### src/meter_cfg_pkg.sv
package meter_cfg_pkg;
	localparam int PWR_W = 24;
	localparam int SUM_W = 26;
	localparam int FIELD_W = 3;
	localparam int PHASES = 3;
	localparam int OUTPUTS = 3;

	localparam logic [15:0] COMP_MODE_ADDR  = 16'hE60E;
	localparam logic [15:0] GAIN_ADDR       = 16'hE60F;
	localparam logic [15:0] PULSE_MODE_ADDR = 16'hE610;

	localparam int IGAIN_LSB = 0;
	localparam int NGAIN_LSB = 3;
	localparam int VGAIN_LSB = 6;
	localparam int SRC_LSB   = 0;
	localparam int INCL_LSB  = 0;
	localparam int DIS_LSB   = 9;

	localparam logic [15:0] GAIN_RST       = 16'h0000;
	localparam logic [15:0] PULSE_MODE_RST = 16'h0E88;
	localparam logic [15:0] COMP_MODE_RST  = 16'h01FF;

	localparam logic [15:0] GAIN_MASK       = 16'h01FF;
	localparam logic [15:0] GAIN_MASK_NO_N  = 16'h01C7;
	localparam logic [15:0] PULSE_MODE_MASK = 16'h0FFF;
	localparam logic [15:0] COMP_MODE_MASK  = 16'h01FF;

	localparam logic [2:0] GAIN_CODE_MAX = 3'h4;
	localparam logic [2:0] INCL_ALL      = 3'h7;

	typedef enum logic [2:0] {
		SRC_ACTIVE       = 3'h0,
		SRC_REACTIVE     = 3'h1,
		SRC_APPARENT     = 3'h2,
		SRC_FUND_ACTIVE  = 3'h3,
		SRC_FUND_REACT   = 3'h4
	} src_t;
endpackage

### src/gain_and_pulse_source_config.sv
// Strobed register access was left to the implementer.
`timescale 1ns/1ps
// How it works
// - current gain codes 0-4, others act 0
// - neutral gain resets 0, reserved act 0
// - no neutral channel: neutral gain reads 0
// - voltage gain resets 0, reserved act 0
// - gain bits 15:9 zero, no effect
// - output 1 source, resets total active
// - reserved output 1 source: no pulses
// - output 2 source, resets total reactive
// - reserved output 2 source: no pulses
// - output 3 source, resets apparent
// - reserved output 3 source: no pulses
// - disable 1 resets set, converter keeps running
// - disable 1 clear passes pulses out
// - absent quantities selected have no effect
// - per-phase inclusion bits, reset all set
// - disable 2 resets set, suppresses pin
// - disable 3 resets set, suppresses pin
module gain_and_pulse_source_config #(
	parameter bit HAS_NEUTRAL     = 1'h1,
	parameter bit HAS_REACTIVE    = 1'h1,
	parameter bit HAS_FUNDAMENTAL = 1'h1
) (
	input  wire logic                             clk,
	input  wire logic                             reset,
	input  wire logic                             clk_en,
	input  wire logic [15:0]                      reg_addr,
	input  wire logic [15:0]                      reg_wdata,
	input  wire logic                             reg_wr,
	input  wire logic                             reg_rd,
	output logic [15:0]                           reg_rdata,
	input  wire logic                             calc_strobe,
	input  wire logic [3*meter_cfg_pkg::PWR_W-1:0] power_active,
	input  wire logic [3*meter_cfg_pkg::PWR_W-1:0] power_reactive,
	input  wire logic [3*meter_cfg_pkg::PWR_W-1:0] power_apparent,
	input  wire logic [3*meter_cfg_pkg::PWR_W-1:0] power_fund_active,
	input  wire logic [3*meter_cfg_pkg::PWR_W-1:0] power_fund_reactive,
	input  wire logic [2:0]                       dfc_pulse,
	output logic [2:0]                            phase_current_gain_sel,
	output logic [2:0]                            neutral_current_gain_sel,
	output logic [2:0]                            phase_voltage_gain_sel,
	output logic [meter_cfg_pkg::SUM_W-1:0]       pulse1_sum,
	output logic [meter_cfg_pkg::SUM_W-1:0]       pulse2_sum,
	output logic [meter_cfg_pkg::SUM_W-1:0]       pulse3_sum,
	output logic [2:0]                            dfc_run,
	output logic                                  pulse_out_1,
	output logic                                  pulse_out_2,
	output logic                                  pulse_out_3
);
	localparam int W = meter_cfg_pkg::PWR_W;
	localparam int S = meter_cfg_pkg::SUM_W;
	localparam int F = meter_cfg_pkg::FIELD_W;

	function automatic logic [2:0] gain_eff(input logic [2:0] code);
		gain_eff = (code > meter_cfg_pkg::GAIN_CODE_MAX) ? 3'h0 : code;
	endfunction

	logic [15:0] gain_reg;
	logic [15:0] gain_next;
	logic [15:0] pulse_mode_reg;
	logic [15:0] pulse_mode_next;
	logic [15:0] comp_mode_reg;
	logic [15:0] comp_mode_next;
	logic [15:0] rdata_reg;
	logic [15:0] rdata_next;
	logic [2:0]  igain_reg;
	logic [2:0]  ngain_reg;
	logic [2:0]  vgain_reg;
	logic [2:0]  pulse_out_reg;
	logic [2:0]  pulse_out_next;
	logic [S-1:0] sum_reg [3];
	logic [2:0]  run_reg;

	wire         sel_gain;
	wire         sel_mode;
	wire         sel_comp;
	wire [15:0]  gain_mask;
	wire [15:0]  rd_value;
	wire [3*W-1:0] react_in;
	wire [3*W-1:0] fact_in;
	wire [3*W-1:0] freact_in;

	// register decode
	assign sel_gain = (reg_addr == meter_cfg_pkg::GAIN_ADDR);
	assign sel_mode = (reg_addr == meter_cfg_pkg::PULSE_MODE_ADDR);
	assign sel_comp = (reg_addr == meter_cfg_pkg::COMP_MODE_ADDR);

	// neutral field never stores on parts without the channel
	assign gain_mask = HAS_NEUTRAL ? meter_cfg_pkg::GAIN_MASK
		: meter_cfg_pkg::GAIN_MASK_NO_N;

	// unused high bits never store, so they read zero
	assign gain_next = (reg_wr && sel_gain) ?
		(reg_wdata & gain_mask) : gain_reg;
	assign pulse_mode_next = (reg_wr && sel_mode) ?
		(reg_wdata & meter_cfg_pkg::PULSE_MODE_MASK) : pulse_mode_reg;
	assign comp_mode_next = (reg_wr && sel_comp) ?
		(reg_wdata & meter_cfg_pkg::COMP_MODE_MASK) : comp_mode_reg;

	assign rd_value = sel_gain ? gain_reg :
		sel_mode ? pulse_mode_reg :
		sel_comp ? comp_mode_reg : 16'h0000;
	// read data only in the cycle after the strobe
	assign rdata_next = reg_rd ? rd_value : 16'h0000;

	// missing quantities look like zero power
	assign react_in  = HAS_REACTIVE ? power_reactive : '0;
	assign fact_in   = HAS_FUNDAMENTAL ? power_fund_active : '0;
	assign freact_in = HAS_FUNDAMENTAL ? power_fund_reactive : '0;

	always_ff @(posedge clk) begin
		if (reset) begin
			gain_reg       <= meter_cfg_pkg::GAIN_RST;
			pulse_mode_reg <= meter_cfg_pkg::PULSE_MODE_RST;
			comp_mode_reg  <= meter_cfg_pkg::COMP_MODE_RST;
			rdata_reg      <= 16'h0000;
		end else if (clk_en) begin
			gain_reg       <= gain_next;
			pulse_mode_reg <= pulse_mode_next;
			comp_mode_reg  <= comp_mode_next;
			rdata_reg      <= rdata_next;
		end
	end

	// gains follow the register only at a computation tick
	always_ff @(posedge clk) begin
		if (reset) begin
			igain_reg <= 3'h0;
			ngain_reg <= 3'h0;
			vgain_reg <= 3'h0;
		end else if (clk_en && calc_strobe) begin
			igain_reg <= gain_eff(gain_reg[meter_cfg_pkg::IGAIN_LSB +: F]);
			ngain_reg <= gain_eff(gain_reg[meter_cfg_pkg::NGAIN_LSB +: F]);
			vgain_reg <= gain_eff(gain_reg[meter_cfg_pkg::VGAIN_LSB +: F]);
		end
	end

	genvar k;
	generate
		for (k = 0; k < 3; k++) begin : g_out
			wire [2:0] src_sel;
			wire [2:0] incl;
			wire       out_dis;

			assign src_sel = pulse_mode_reg[meter_cfg_pkg::SRC_LSB + k*F +: F];
			assign incl    = comp_mode_reg[meter_cfg_pkg::INCL_LSB + k*F +: F];
			assign out_dis = pulse_mode_reg[meter_cfg_pkg::DIS_LSB + k];

			pulse_source_mux u_mux (
				.clk           (clk),
				.reset         (reset),
				.clk_en        (clk_en),
				.calc_strobe   (calc_strobe),
				.source_sel    (src_sel),
				.phase_include (incl),
				.p_act         (power_active),
				.p_react       (react_in),
				.p_app         (power_apparent),
				.p_fact        (fact_in),
				.p_freact      (freact_in),
				.sum_reg       (sum_reg[k]),
				.run_reg       (run_reg[k])
			);

			// disable gates only the pin; the converter keeps its run
			assign pulse_out_next[k] = dfc_pulse[k] && run_reg[k] &&
				!out_dis;

			property p_dis_gate;
				@(posedge clk) disable iff (reset)
				clk_en && out_dis |=> !pulse_out_reg[k];
			endproperty
			a_dis_gate: assert property (p_dis_gate)
				else $error("disabled pulse output fired");

			property p_run_free;
				@(posedge clk) disable iff (reset)
				clk_en && calc_strobe && out_dis && src_sel < 3'h5
				|=> run_reg[k];
			endproperty
			a_run_free: assert property (p_run_free)
				else $error("converter stopped by output disable");

			property p_pass;
				@(posedge clk) disable iff (reset)
				clk_en && !out_dis && run_reg[k] && dfc_pulse[k]
				|=> pulse_out_reg[k];
			endproperty
			a_pass: assert property (p_pass)
				else $error("enabled pulse output dropped a pulse");

			property p_reserved_quiet;
				@(posedge clk) disable iff (reset)
				clk_en && calc_strobe && src_sel > 3'h4
				|=> clk_en |=> !pulse_out_reg[k];
			endproperty
			a_reserved_quiet: assert property (p_reserved_quiet)
				else $error("pulse seen with reserved source");
		end
	endgenerate

	always_ff @(posedge clk) begin
		if (reset) begin
			pulse_out_reg <= 3'h0;
		end else if (clk_en) begin
			pulse_out_reg <= pulse_out_next;
		end
	end

	assign reg_rdata                = rdata_reg;
	assign phase_current_gain_sel   = igain_reg;
	assign neutral_current_gain_sel = ngain_reg;
	assign phase_voltage_gain_sel   = vgain_reg;
	assign pulse1_sum               = sum_reg[0];
	assign pulse2_sum               = sum_reg[1];
	assign pulse3_sum               = sum_reg[2];
	assign dfc_run                  = run_reg;
	assign pulse_out_1              = pulse_out_reg[0];
	assign pulse_out_2              = pulse_out_reg[1];
	assign pulse_out_3              = pulse_out_reg[2];

	property p_reset_values;
		@(posedge clk)
		$past(reset) |-> gain_reg == 16'h0000 &&
			pulse_mode_reg == 16'h0E88 && comp_mode_reg == 16'h01FF;
	endproperty
	a_reset_values: assert property (p_reset_values)
		else $error("configuration reset value wrong");

	property p_reset_sources;
		@(posedge clk)
		$past(reset) |-> pulse_mode_reg[8:0] == 9'h088 &&
			pulse_mode_reg[11:9] == 3'h7;
	endproperty
	a_reset_sources: assert property (p_reset_sources)
		else $error("pulse source or disable reset wrong");

	property p_igain_reserved;
		@(posedge clk) disable iff (reset)
		clk_en && calc_strobe && gain_reg[2:0] > 3'h4
		|=> phase_current_gain_sel == 3'h0;
	endproperty
	a_igain_reserved: assert property (p_igain_reserved)
		else $error("reserved current gain not treated as unity");

	property p_igain_valid;
		@(posedge clk) disable iff (reset)
		clk_en && calc_strobe && gain_reg[2:0] < 3'h5
		|=> phase_current_gain_sel == $past(gain_reg[2:0]);
	endproperty
	a_igain_valid: assert property (p_igain_valid)
		else $error("current gain not applied");

	property p_ngain;
		@(posedge clk) disable iff (reset)
		clk_en && calc_strobe |=> neutral_current_gain_sel ==
			($past(gain_reg[5:3]) > 3'h4 ? 3'h0 : $past(gain_reg[5:3]));
	endproperty
	a_ngain: assert property (p_ngain)
		else $error("neutral gain decode wrong");

	property p_no_neutral;
		@(posedge clk) disable iff (reset)
		!HAS_NEUTRAL |-> gain_reg[5:3] == 3'h0;
	endproperty
	a_no_neutral: assert property (p_no_neutral)
		else $error("neutral gain stored without channel");

	property p_vgain_late;
		@(posedge clk) disable iff (reset)
		clk_en && reg_wr && sel_gain && !calc_strobe ##1 !calc_strobe
		|=> $stable(phase_voltage_gain_sel);
	endproperty
	a_vgain_late: assert property (p_vgain_late)
		else $error("voltage gain changed before computation tick");

	property p_high_zero;
		@(posedge clk) disable iff (reset)
		clk_en && reg_rd && sel_gain |=> reg_rdata[15:9] == 7'h00;
	endproperty
	a_high_zero: assert property (p_high_zero)
		else $error("gain reserved bits read nonzero");

	property p_rd_once;
		@(posedge clk) disable iff (reset)
		clk_en && !reg_rd |=> reg_rdata == 16'h0000;
	endproperty
	a_rd_once: assert property (p_rd_once)
		else $error("read data stood without a read");

	property p_igain_hold;
		@(posedge clk) disable iff (reset)
		!(clk_en && calc_strobe) |=> $stable(phase_current_gain_sel) &&
			$stable(neutral_current_gain_sel) &&
			$stable(phase_voltage_gain_sel);
	endproperty
	a_igain_hold: assert property (p_igain_hold)
		else $error("gain changed outside computation tick");

	property p_mode_store;
		@(posedge clk) disable iff (reset)
		clk_en && reg_wr && sel_mode |=>
			pulse_mode_reg == ($past(reg_wdata) & 16'h0FFF);
	endproperty
	a_mode_store: assert property (p_mode_store)
		else $error("pulse mode write not stored");

	property p_comp_store;
		@(posedge clk) disable iff (reset)
		clk_en && reg_wr && sel_comp |=>
			comp_mode_reg == ($past(reg_wdata) & 16'h01FF);
	endproperty
	a_comp_store: assert property (p_comp_store)
		else $error("phase inclusion write not stored");

	property p_gain_store;
		@(posedge clk) disable iff (reset)
		clk_en && reg_wr && sel_gain |=>
			gain_reg[15:9] == 7'h00 &&
			gain_reg[2:0] == $past(reg_wdata[2:0]);
	endproperty
	a_gain_store: assert property (p_gain_store)
		else $error("gain write not stored as masked");

	property p_rd_unmapped;
		@(posedge clk) disable iff (reset)
		clk_en && reg_rd && !sel_gain && !sel_mode && !sel_comp
		|=> reg_rdata == 16'h0000;
	endproperty
	a_rd_unmapped: assert property (p_rd_unmapped)
		else $error("unmapped address read nonzero");

	// reset still wins while the enable is low
	property p_freeze;
		@(posedge clk) disable iff (reset)
		!clk_en |=> $stable(gain_reg) && $stable(pulse_mode_reg) &&
			$stable(comp_mode_reg) && $stable(reg_rdata);
	endproperty
	a_freeze: assert property (p_freeze)
		else $error("state moved while clock enable low");

	property p_run_after_reset;
		@(posedge clk)
		$past(reset) |-> dfc_run == 3'h0 && pulse_out_reg == 3'h0;
	endproperty
	a_run_after_reset: assert property (p_run_after_reset)
		else $error("converter or pin active straight after reset");

	c_write_then_tick: cover property (@(posedge clk) disable iff (reset)
		clk_en && reg_wr && sel_mode ##[1:8] clk_en && calc_strobe);
	c_pulse_out: cover property (@(posedge clk) disable iff (reset)
		pulse_out_1 && pulse_out_2 && pulse_out_3);
	c_reserved_src: cover property (@(posedge clk) disable iff (reset)
		clk_en && calc_strobe && pulse_mode_reg[8:6] > 3'h4);
	c_readback: cover property (@(posedge clk) disable iff (reset)
		clk_en && reg_wr && sel_gain ##[1:4] clk_en && reg_rd && sel_gain);
	c_frozen_write: cover property (@(posedge clk) disable iff (reset)
		!clk_en && reg_wr);
endmodule

### src/pulse_source_mux.sv
`timescale 1ns/1ps
module pulse_source_mux (
	input  wire logic                             clk,
	input  wire logic                             reset,
	input  wire logic                             clk_en,
	input  wire logic                             calc_strobe,
	input  wire logic [2:0]                       source_sel,
	input  wire logic [2:0]                       phase_include,
	input  wire logic [3*meter_cfg_pkg::PWR_W-1:0] p_act,
	input  wire logic [3*meter_cfg_pkg::PWR_W-1:0] p_react,
	input  wire logic [3*meter_cfg_pkg::PWR_W-1:0] p_app,
	input  wire logic [3*meter_cfg_pkg::PWR_W-1:0] p_fact,
	input  wire logic [3*meter_cfg_pkg::PWR_W-1:0] p_freact,
	output logic [meter_cfg_pkg::SUM_W-1:0]       sum_reg,
	output logic                                  run_reg
);
	localparam int W = meter_cfg_pkg::PWR_W;
	localparam int S = meter_cfg_pkg::SUM_W;

	wire [3*W-1:0] chosen;
	wire           run_next;
	wire [S-1:0]   term [3];
	wire [S-1:0]   sum_next;

	assign chosen =
		(source_sel == meter_cfg_pkg::SRC_ACTIVE)      ? p_act :
		(source_sel == meter_cfg_pkg::SRC_REACTIVE)    ? p_react :
		(source_sel == meter_cfg_pkg::SRC_APPARENT)    ? p_app :
		(source_sel == meter_cfg_pkg::SRC_FUND_ACTIVE) ? p_fact :
		(source_sel == meter_cfg_pkg::SRC_FUND_REACT)  ? p_freact :
		'0;
	// reserved codes stop the converter entirely
	assign run_next = (source_sel <= meter_cfg_pkg::SRC_FUND_REACT);

	genvar p;
	generate
		for (p = 0; p < 3; p++) begin : g_phase
			// excluded phases add nothing
			assign term[p] = phase_include[p] ?
				{{(S-W){chosen[p*W+W-1]}}, chosen[p*W +: W]} : '0;
		end
	endgenerate

	assign sum_next = term[0] + term[1] + term[2];

	// sampled only at the computation tick, so writes land there
	always_ff @(posedge clk) begin
		if (reset) begin
			sum_reg <= '0;
			run_reg <= 1'h0;
		end else if (clk_en && calc_strobe) begin
			sum_reg <= sum_next;
			run_reg <= run_next;
		end
	end

	property p_reserved_stops;
		@(posedge clk) disable iff (reset)
		clk_en && calc_strobe && source_sel > 3'h4 |=> !run_reg;
	endproperty
	a_reserved_stops: assert property (p_reserved_stops)
		else $error("reserved source left converter running");

	property p_none_included;
		@(posedge clk) disable iff (reset)
		clk_en && calc_strobe && phase_include == 3'h0 |=> sum_reg == '0;
	endproperty
	a_none_included: assert property (p_none_included)
		else $error("sum nonzero with no phase included");

	property p_phase_a_active;
		@(posedge clk) disable iff (reset)
		clk_en && calc_strobe && source_sel == 3'h0 &&
			phase_include == 3'h1
		|=> sum_reg == {{(S-W){$past(p_act[W-1])}}, $past(p_act[W-1:0])};
	endproperty
	a_phase_a_active: assert property (p_phase_a_active)
		else $error("active sum of phase A wrong");

	property p_hold_between;
		@(posedge clk) disable iff (reset)
		!(clk_en && calc_strobe) |=> $stable(sum_reg) && $stable(run_reg);
	endproperty
	a_hold_between: assert property (p_hold_between)
		else $error("sum changed outside computation tick");
endmodule
### config.mk
export PLATFORM = sky130hd
export DESIGN_NAME = gain_and_pulse_source_config
export DESIGN_NICKNAME = d
export VERILOG_FILES = /design/src/meter_cfg_pkg.sv /design/src/gain_and_pulse_source_config.sv /design/src/pulse_source_mux.sv
export SDC_FILE = /design/constraint.sdc
export NUM_CORES = 1
export LEC_CHECK = 0
export ABC_AREA = 1
export BUFFER_PORTS_ARGS = -buffer_cell sky130_fd_sc_hd__buf_2
export CAP_MARGIN = 10
export CORE_ASPECT_RATIO = 1.4
export CORE_MARGIN = 1.5
export CORE_UTILIZATION = 51
export DETAILED_ROUTE_END_ITERATION = 8
export PLACE_DENSITY = 0.8
export SLEW_MARGIN = 0
export SYNTH_ARGS = -nofsm -noshare
export SYNTH_HDL_FRONTEND = slang
export SYNTH_SLANG_ARGS = --single-unit
### constraint.sdc
create_clock -name clk -period 3.1 [get_ports clk]
set_clock_uncertainty 0.05 [all_clocks]
set_input_delay 0.62 -clock clk [delete_from_list [all_inputs] [get_ports clk]]
set_output_delay 0.62 -clock clk [all_outputs]
set_load 0.01 [all_outputs]
==> impl.org, run 1 <==
** Placed design
- Buffers placed on the I/O ports in this run total 501.
- Detail Placement HPWL :: 86400 microns
- After detailed placement, the design holds a cell count of about 4600.
- Final RePlAce weighted congestion :: 1.11

** Synthesis
- Yosys mapped the design onto 37 distinct sky130hd cell types.
- Proportion of register bits with asynchronous set or reset after synthesis :: 0%
- In this run, synthesis produced a sequential element count of 135.
- In this run the mean area of a mapped cell was 5.94 sq um.
- Counting flops with a built-in enable in the synthesized netlist gives 0.
- Yosys printed 0 warnings.
- Sequential cells were found to cover 13.1% of the synthesized design area.
- After technology mapping, the gate count stands at 3473.
- The synthesized netlist occupies a cell area of 20600 sq um.
- Among all flip-flop cells after synthesis, the most frequent one is sky130_fd_sc_hd__dfxtp_1.

** Clocking
- TritonCTS Sinks :: ~140
- Clock tree synthesis selected as its root buffer the cell sky130_fd_sc_hd__clkbuf_16.
- The number of clock buffers added by TritonCTS is 17.
- Buffers from clock root to sink, at most :: 2
- Maximum level of the CTS H-tree :: 4
- Buffers inserted to repair hold after CTS numbered 0.

** Floorplan
- For this design the top-level I/O count stands at 510.
- Die boundary width :: 173 microns
- The initial utilization of the core area, before any placement, comes to 51.5%.
- The floorplan step set the die height to 241 microns.
- Row count :: 87

** STA
- After the last repair the worst path ends at a register data pin.
- The global-route repair_timing pass left the worst setup endpoint at g_out[2].u_mux.sum_reg[19]$_SDFFE_PP0P_/D.

** Global route
- Total routing usage reported by global routing :: 67.8%
- Initial antenna violation count :: 59
- Entering global routing, the biggest net connects 88 pins.
- Congestion Overflow GR :: 4

** Outcome
- The flow stopped in global routing.
- The run stopped with a tool error.
- The first error in the log reads "[ERROR GRT-0232] Routing congestion too high. Check the congestion heatmap in the GUI".
-- routing by layer --
layer	GRT overflow	global-route usage, %
met5	0	13.2
met2	2	88.7
met4	2	69.3
met3	0	47.4
met1	0	67.8
-- kinds of logic after synthesis --
logic type               count (synthesis)  share of synthesized area (%)
AO/OA/AOI/OAI                         1174                           34.9
AND/OR/NAND/NOR                       1155                           23.4
adder cells (fa/ha/maj)                147                           11.6
flip-flops                             135                           13.1
XOR/XNOR                                23                          0.977
other                                    1                         0.0182
buffers and inverters                  838                           15.9
-- repair_timing --
item,CTS
setup buffers,61
gates cloned,14
endpoints found under the setup margin,72
pin swaps,184
gates resized for setup,591
-- synthesized netlist by cell type (all sizes together), types with 5 or more instances --
cell,instances,share of area [%]
buf,110,2.7
nand2,634,12
a211oi,5,0.18
o211ai,74,2.7
nand4,39,1.2
nand3b,7,0.32
a21oi,326,7.9
dfxtp,135,13
inv,612,11
xor2,19,0.81
clkbuf,115,2.1
o21ai,424,10
fa,75,7.3
o221ai,216,9.2
a21o,128,4.7
nor3,13,0.50
nor2,269,5.0
nand3,185,4.6
ha,72,4.4
-- through the flow --
step | setup TNS, ns | utilization, % | area (sq um) | hold WS [ns] | worst slack, ns
after detailed placement | -37.75 | 65.5 | 26200 | 0.404 | -0.671
after global placement | -35.24 | 65.5 | 26200 | 0.400 | -0.637
after floorplan | -0.00811 | - | 20900 | 0.405 | -0.00811
after CTS | -22.27 | 74.6 | 29900 | 0.316 | -0.477
==> inputs of run 2 (changes only) <==
--- a/config.mk
+++ b/config.mk
@@ -8,11 +8,10 @@
 export ABC_AREA = 1
 export BUFFER_PORTS_ARGS = -buffer_cell sky130_fd_sc_hd__buf_2
 export CAP_MARGIN = 10
-export CORE_ASPECT_RATIO = 1.4
 export CORE_MARGIN = 1.5
-export CORE_UTILIZATION = 51
+export CORE_UTILIZATION = 40
 export DETAILED_ROUTE_END_ITERATION = 8
-export PLACE_DENSITY = 0.8
+export PLACE_DENSITY_LB_ADDON = 0.15
 export SLEW_MARGIN = 0
 export SYNTH_ARGS = -nofsm -noshare
 export SYNTH_HDL_FRONTEND = slang
==> constraint.sdc (replaced) <==
create_clock -name clk -period 4 [get_ports clk]
set_clock_uncertainty 0.05 [all_clocks]
set_input_delay 0.8 -clock clk [delete_from_list [all_inputs] [get_ports clk]]
set_output_delay 0.8 -clock clk [all_outputs]
set_load 0.01 [all_outputs]
==> run 2 against run 1 <==
Compared with the run above:
- the run now ends clean
- synthesized area stayed put
- synthesized cell count unchanged
==> impl.org, run 2 <==
** STA
- Final clock period utilization by the worst path :: a little over nine tenths
- Counting I/O delays and the setup requirement, the final critical path takes between 3 and 4 ns.
- The number of failing hold endpoints at the final stage was 0.
- Measured against its own limit, the worst slew margin works out to 46.9%.
- Based on the critical path, the design can be clocked at up to 256 MHz.
- Worst hold slack after final layout :: 0.411 ns
- For the pin with the worst max-slew slack, the measured transition is 0.795 ns.
- Setup violations remaining at the end of the flow were counted as 0.
- The number of slew-limit violations in the final report came to 0.

** Drt
- Across all layers, the routed design uses 27800 vias.
- After the first detailed-routing iteration, the DRC count stood at 3491.
- For this run, design rule violations remaining after detail routing come to 0.
- Final antenna-violating net count :: 0
- Average vias per placed instance :: 5.85
- Detailed-route wire length per cell :: 23.3 microns
- DRT Wirelength :: between 100000 and 150000 microns
- Router iterations before antenna repair :: 6

** Finish
- P&R area growth vs syn :: 27.1%
- Max FFs per register :: 78
- Commonest non-fill, non-tap cells in the layout :: sky130_fd_sc_hd__nand2_1 (624), sky130_fd_sc_hd__inv_1 (602), sky130_fd_sc_hd__buf_2 (501)
- Cells with a size suffix above 1 make up 21.2% of the layout.
- Non-filler cells in the finished layout :: 4749
- Most common cell after layout, fill and taps aside :: sky130_fd_sc_hd__nand2_1
- Nets :: 4567
- Fill count :: 5572
- Measured on the finished design, the core utilization comes to roughly half.
- With fillers left out, the area of the finished cells amounts to 26200 sq um.

** Outcome
- Status: completed (was did not finish).

** Floorplan
- Io pins :: 510 (unchanged)
- The starting density of the core is 40.4% (was 51.5%).
- Core area :: 51100 sq um
- The die width is 230 microns (was 173 microns).
- Die Outline Area :: 52900 sq um
- The y dimension of the die is 230 microns (was 241 microns).
- Row count :: 83 (was 87)

** Synthesis
- The post-synthesis cell area came to 20600 sq um (unchanged).
- Proportion of register bits with asynchronous set or reset after synthesis :: 0% (unchanged)
- The library cell with the highest instance count after synthesis is sky130_fd_sc_hd__nand2_1 (unchanged).
- Leading post-synthesis cells by instance count :: sky130_fd_sc_hd__nand2_1 (632), sky130_fd_sc_hd__inv_1 (603), sky130_fd_sc_hd__o21ai_0 (404) (unchanged)
- The mean instance size in the synthesized netlist was 5.94 sq um (unchanged).
- The cell count after synthesis is 3473 (unchanged).
- The fraction of synthesized cell area taken by the top area cell type is 13.1% (unchanged).
- Number of warnings issued by yosys :: 0 (unchanged)
- Synthesized flop and latch total :: 135 (unchanged)
- Top area cells in the synthesized netlist: sky130_fd_sc_hd__dfxtp_1 (13%), sky130_fd_sc_hd__nand2_1 (12%), sky130_fd_sc_hd__inv_1 (11%) (unchanged).
- Most area-hungry cell type in the Yosys netlist :: sky130_fd_sc_hd__dfxtp_1 (unchanged)
- The distinct cell type count after synthesis is 37 (unchanged).
- Portion of the post-synthesis area used by sequential elements :: 13.1% (unchanged)
- Most instantiated flip-flop cell in the synthesis netlist :: sky130_fd_sc_hd__dfxtp_1 (unchanged)
- The number of flops mapped to enable cells by yosys is 0 (unchanged).

** Global route
- The initial antenna violation count is between 40 and 50.
- Total routing usage reported by global routing :: 40.2%
- The first global-routing pass estimated approximately 160000 microns of wire.
- For this run the aggregate overflow at the end of global routing stands at 0.
- Entering global routing, the biggest net connects 73 pins.
- The number of global-route vias before repair was between 20000 and 25000.

** Pwr
- Leak :: roughly 14 nW
- Total power draw :: 6.69 mW
- Cell Int Power :: 3.65 mW
- In this run the power density over the cells is 255 nW/um^2.
- Clock share of power :: 23.4%
- Combinational logic is responsible for a little over half of the overall power.
- Summed over all nets, the switching power comes to between 3 and 4 mW.
- Net switching is 45.5% of the power.
- Registers are responsible for between 20% and 30% of the overall power.
- The worst-case IR drop observed on VDD is roughly 0.26 mV.

** Clocking
- Clock slew at reported path FFs :: ~0.07 ns
- Clk Tree Root Cell :: sky130_fd_sc_hd__clkbuf_16 (unchanged)
- The clock sink count came to 135 (unchanged).
- The clock buffer count from CTS came to 17 (unchanged).
- TritonCTS clock tree :: yes
- Buffers from clock root to sink, at most :: 2 (unchanged)
- Clock latency of the later-clocked register in the worst-skew pair :: 0.46 ns
- The total of hold buffers inserted after clock tree synthesis came to 0 (unchanged).
- The H-tree depth reported by CTS is 4 (unchanged).

** Setup path
- The largest individual stage delay along the critical path comes from the cell sky130_fd_sc_hd__fa_1.
- Type of destination of the critical path :: flip-flop
- The critical path contains buffers and inverters numbering 4 combined.
- Critical path's most frequent cell :: sky130_fd_sc_hd__nand2_1
- Startpoint type of the worst setup path :: flip-flop
- STA puts the critical path data arrival time at 4.20 ns.
- Grouping stages by cell kind, the critical path spends the most delay in simple AND/OR/NAND/NOR gates.
- Category of the critical setup timing path :: reg2reg
- Register-to-Register Path Depth :: 20
- Largest stage delay on the critical path :: 0.51 ns
- The signal on the critical path passes through nor2_4, nand2_4, buf_4, o221ai_1, o21ai_0, a21o_1, fa_1, inv_1, ha_2, nand2_1, nand2_1, inv_1, nand2_1, inv_1, nand3_1, nand2_1, nand3_1, nand2_1, nor2_1, nor2_1.
- Maximum fanout along the worst path :: 12
- For the worst setup path, the data required time is about 4.3 ns.
- The critical path runs through a total of 20 cells.
- Setup slack on the worst reg-to-reg path comes out at 0.1 ns.

** Placed design
- Placed instance count :: 4659 (was 4648)
- The number of port buffers was 501 (unchanged).
- The detailed placement HPWL is 88100 microns (was 86400 microns).
- The post-placement cell area is 25200 sq um (was 26200 sq um).
- The global placer's final weighted congestion is 1.02 (was 1.11).

** Worst hold path
- Worst Hold Depth :: 2
- The worst hold path belongs to the class reg2reg.

** Run
- The tool flagged a number of max-cap violations equal to 0.
[run 2: cell counts after synthesis]
Identical to the previous run, type by type.
[run 2: final timing paths]
path,start,end
worst min register to register,reg_rdata[11],reg_rdata[11]
worst max-delay path,pulse_mode_reg[6],g_out[2].u_mux.sum_reg[19]
worst min-delay path,reg_rdata[11],reg_rdata[11]
worst max register to register,pulse_mode_reg[6],g_out[2].u_mux.sum_reg[19]
[run 2: worst register-to-register path, stage by stage (launching register included)]
cell,delay [ns]
sky130_fd_sc_hd__dfxtp_2,0.39
sky130_fd_sc_hd__nor2_4,0.18
sky130_fd_sc_hd__nand2_4,0.15
sky130_fd_sc_hd__buf_4,0.23
sky130_fd_sc_hd__o221ai_1,0.18
sky130_fd_sc_hd__o21ai_0,0.19
sky130_fd_sc_hd__a21o_1,0.24
sky130_fd_sc_hd__fa_1,0.51
sky130_fd_sc_hd__inv_1,0.06
sky130_fd_sc_hd__ha_2,0.42
sky130_fd_sc_hd__nand2_1,0.07
sky130_fd_sc_hd__nand2_1,0.21
sky130_fd_sc_hd__inv_1,0.08
sky130_fd_sc_hd__nand2_1,0.12
sky130_fd_sc_hd__inv_1,0.05
sky130_fd_sc_hd__nand3_1,0.16
sky130_fd_sc_hd__nand2_1,0.10
sky130_fd_sc_hd__nand3_1,0.08
sky130_fd_sc_hd__nand2_1,0.05
sky130_fd_sc_hd__nor2_1,0.20
sky130_fd_sc_hd__nor2_1,0.07
[run 2: cell families (layout without fill, tap and decap cells)]
family	Yosys count	in the layout	share of synthesized area, %
compound gates	1174	1174	34.9
simple gates	1155	1157	23.4
buf+inv	838	1392	15.9
fa+ha+maj	147	147	11.6
flops	135	135	13.1
xor+xnor	23	23	0.977
other cells	1	41	0.0182
[run 2: cell type report]
cell class	count	area, sq um	area share [%]
Clock inverter	15	155	0.592
Antenna cell	37	92.6	0.353
Sequential cell	135	2720	10.4
Multi-Input combinational cell	2505	14900	56.7
Clock buffer	17	425	1.62
Inverter	613	2310	8.82
Tap cell	680	851	3.25
Timing Repair Buffer	747	4810	18.4
[run 2: power by group through the flow]
| stage | logic (mW) | clock network (mW) | registers [mW] |
|---|---|---|---|
| floorplan | 1.85 | 0 | 1.53 |
| global placement | 3.54 | 0 | 1.49 |
| detailed placement | 3.53 | 0 | 1.50 |
| CTS | 3.56 | 1.59 | 1.47 |
| global route | 3.98 | 1.65 | 1.47 |
| finish | 3.66 | 1.57 | 1.46 |
[run 2: timing repair]
action | 4_1_cts | 5_1_grt
setup endpoints to repair | 7 | 54
gates resized for setup | 2 | 46
pin swaps | 2 | 7
gates cloned | 0 | 3
buffers inserted | 6 | 12
[run 2: metal layers]
metal / up-vias / wire length, microns / track usage, % / share of wire [%]
li1: 12800 / - / - / -
met1: 12700 / 43700 / 51.8 / 40
met2: 1844 / 47600 / 62.3 / 43
met3: 372 / 12500 / 9.87 / 11
met4: 8 / 6560 / 20.0 / 5.9
met5: - / 49 / 0 / 0.044
[run 2: through the flow]
stage	TNS, ns	setup slack [ns]
finish	0	0.0957
global route	-0.00308	-0.00179
CTS	0	0.0489
detailed placement	-0.0485	-0.0296
global placement	-0.0472	-0.0455
floorplan	0	0.618
Power figures use the tool's default switching activity.
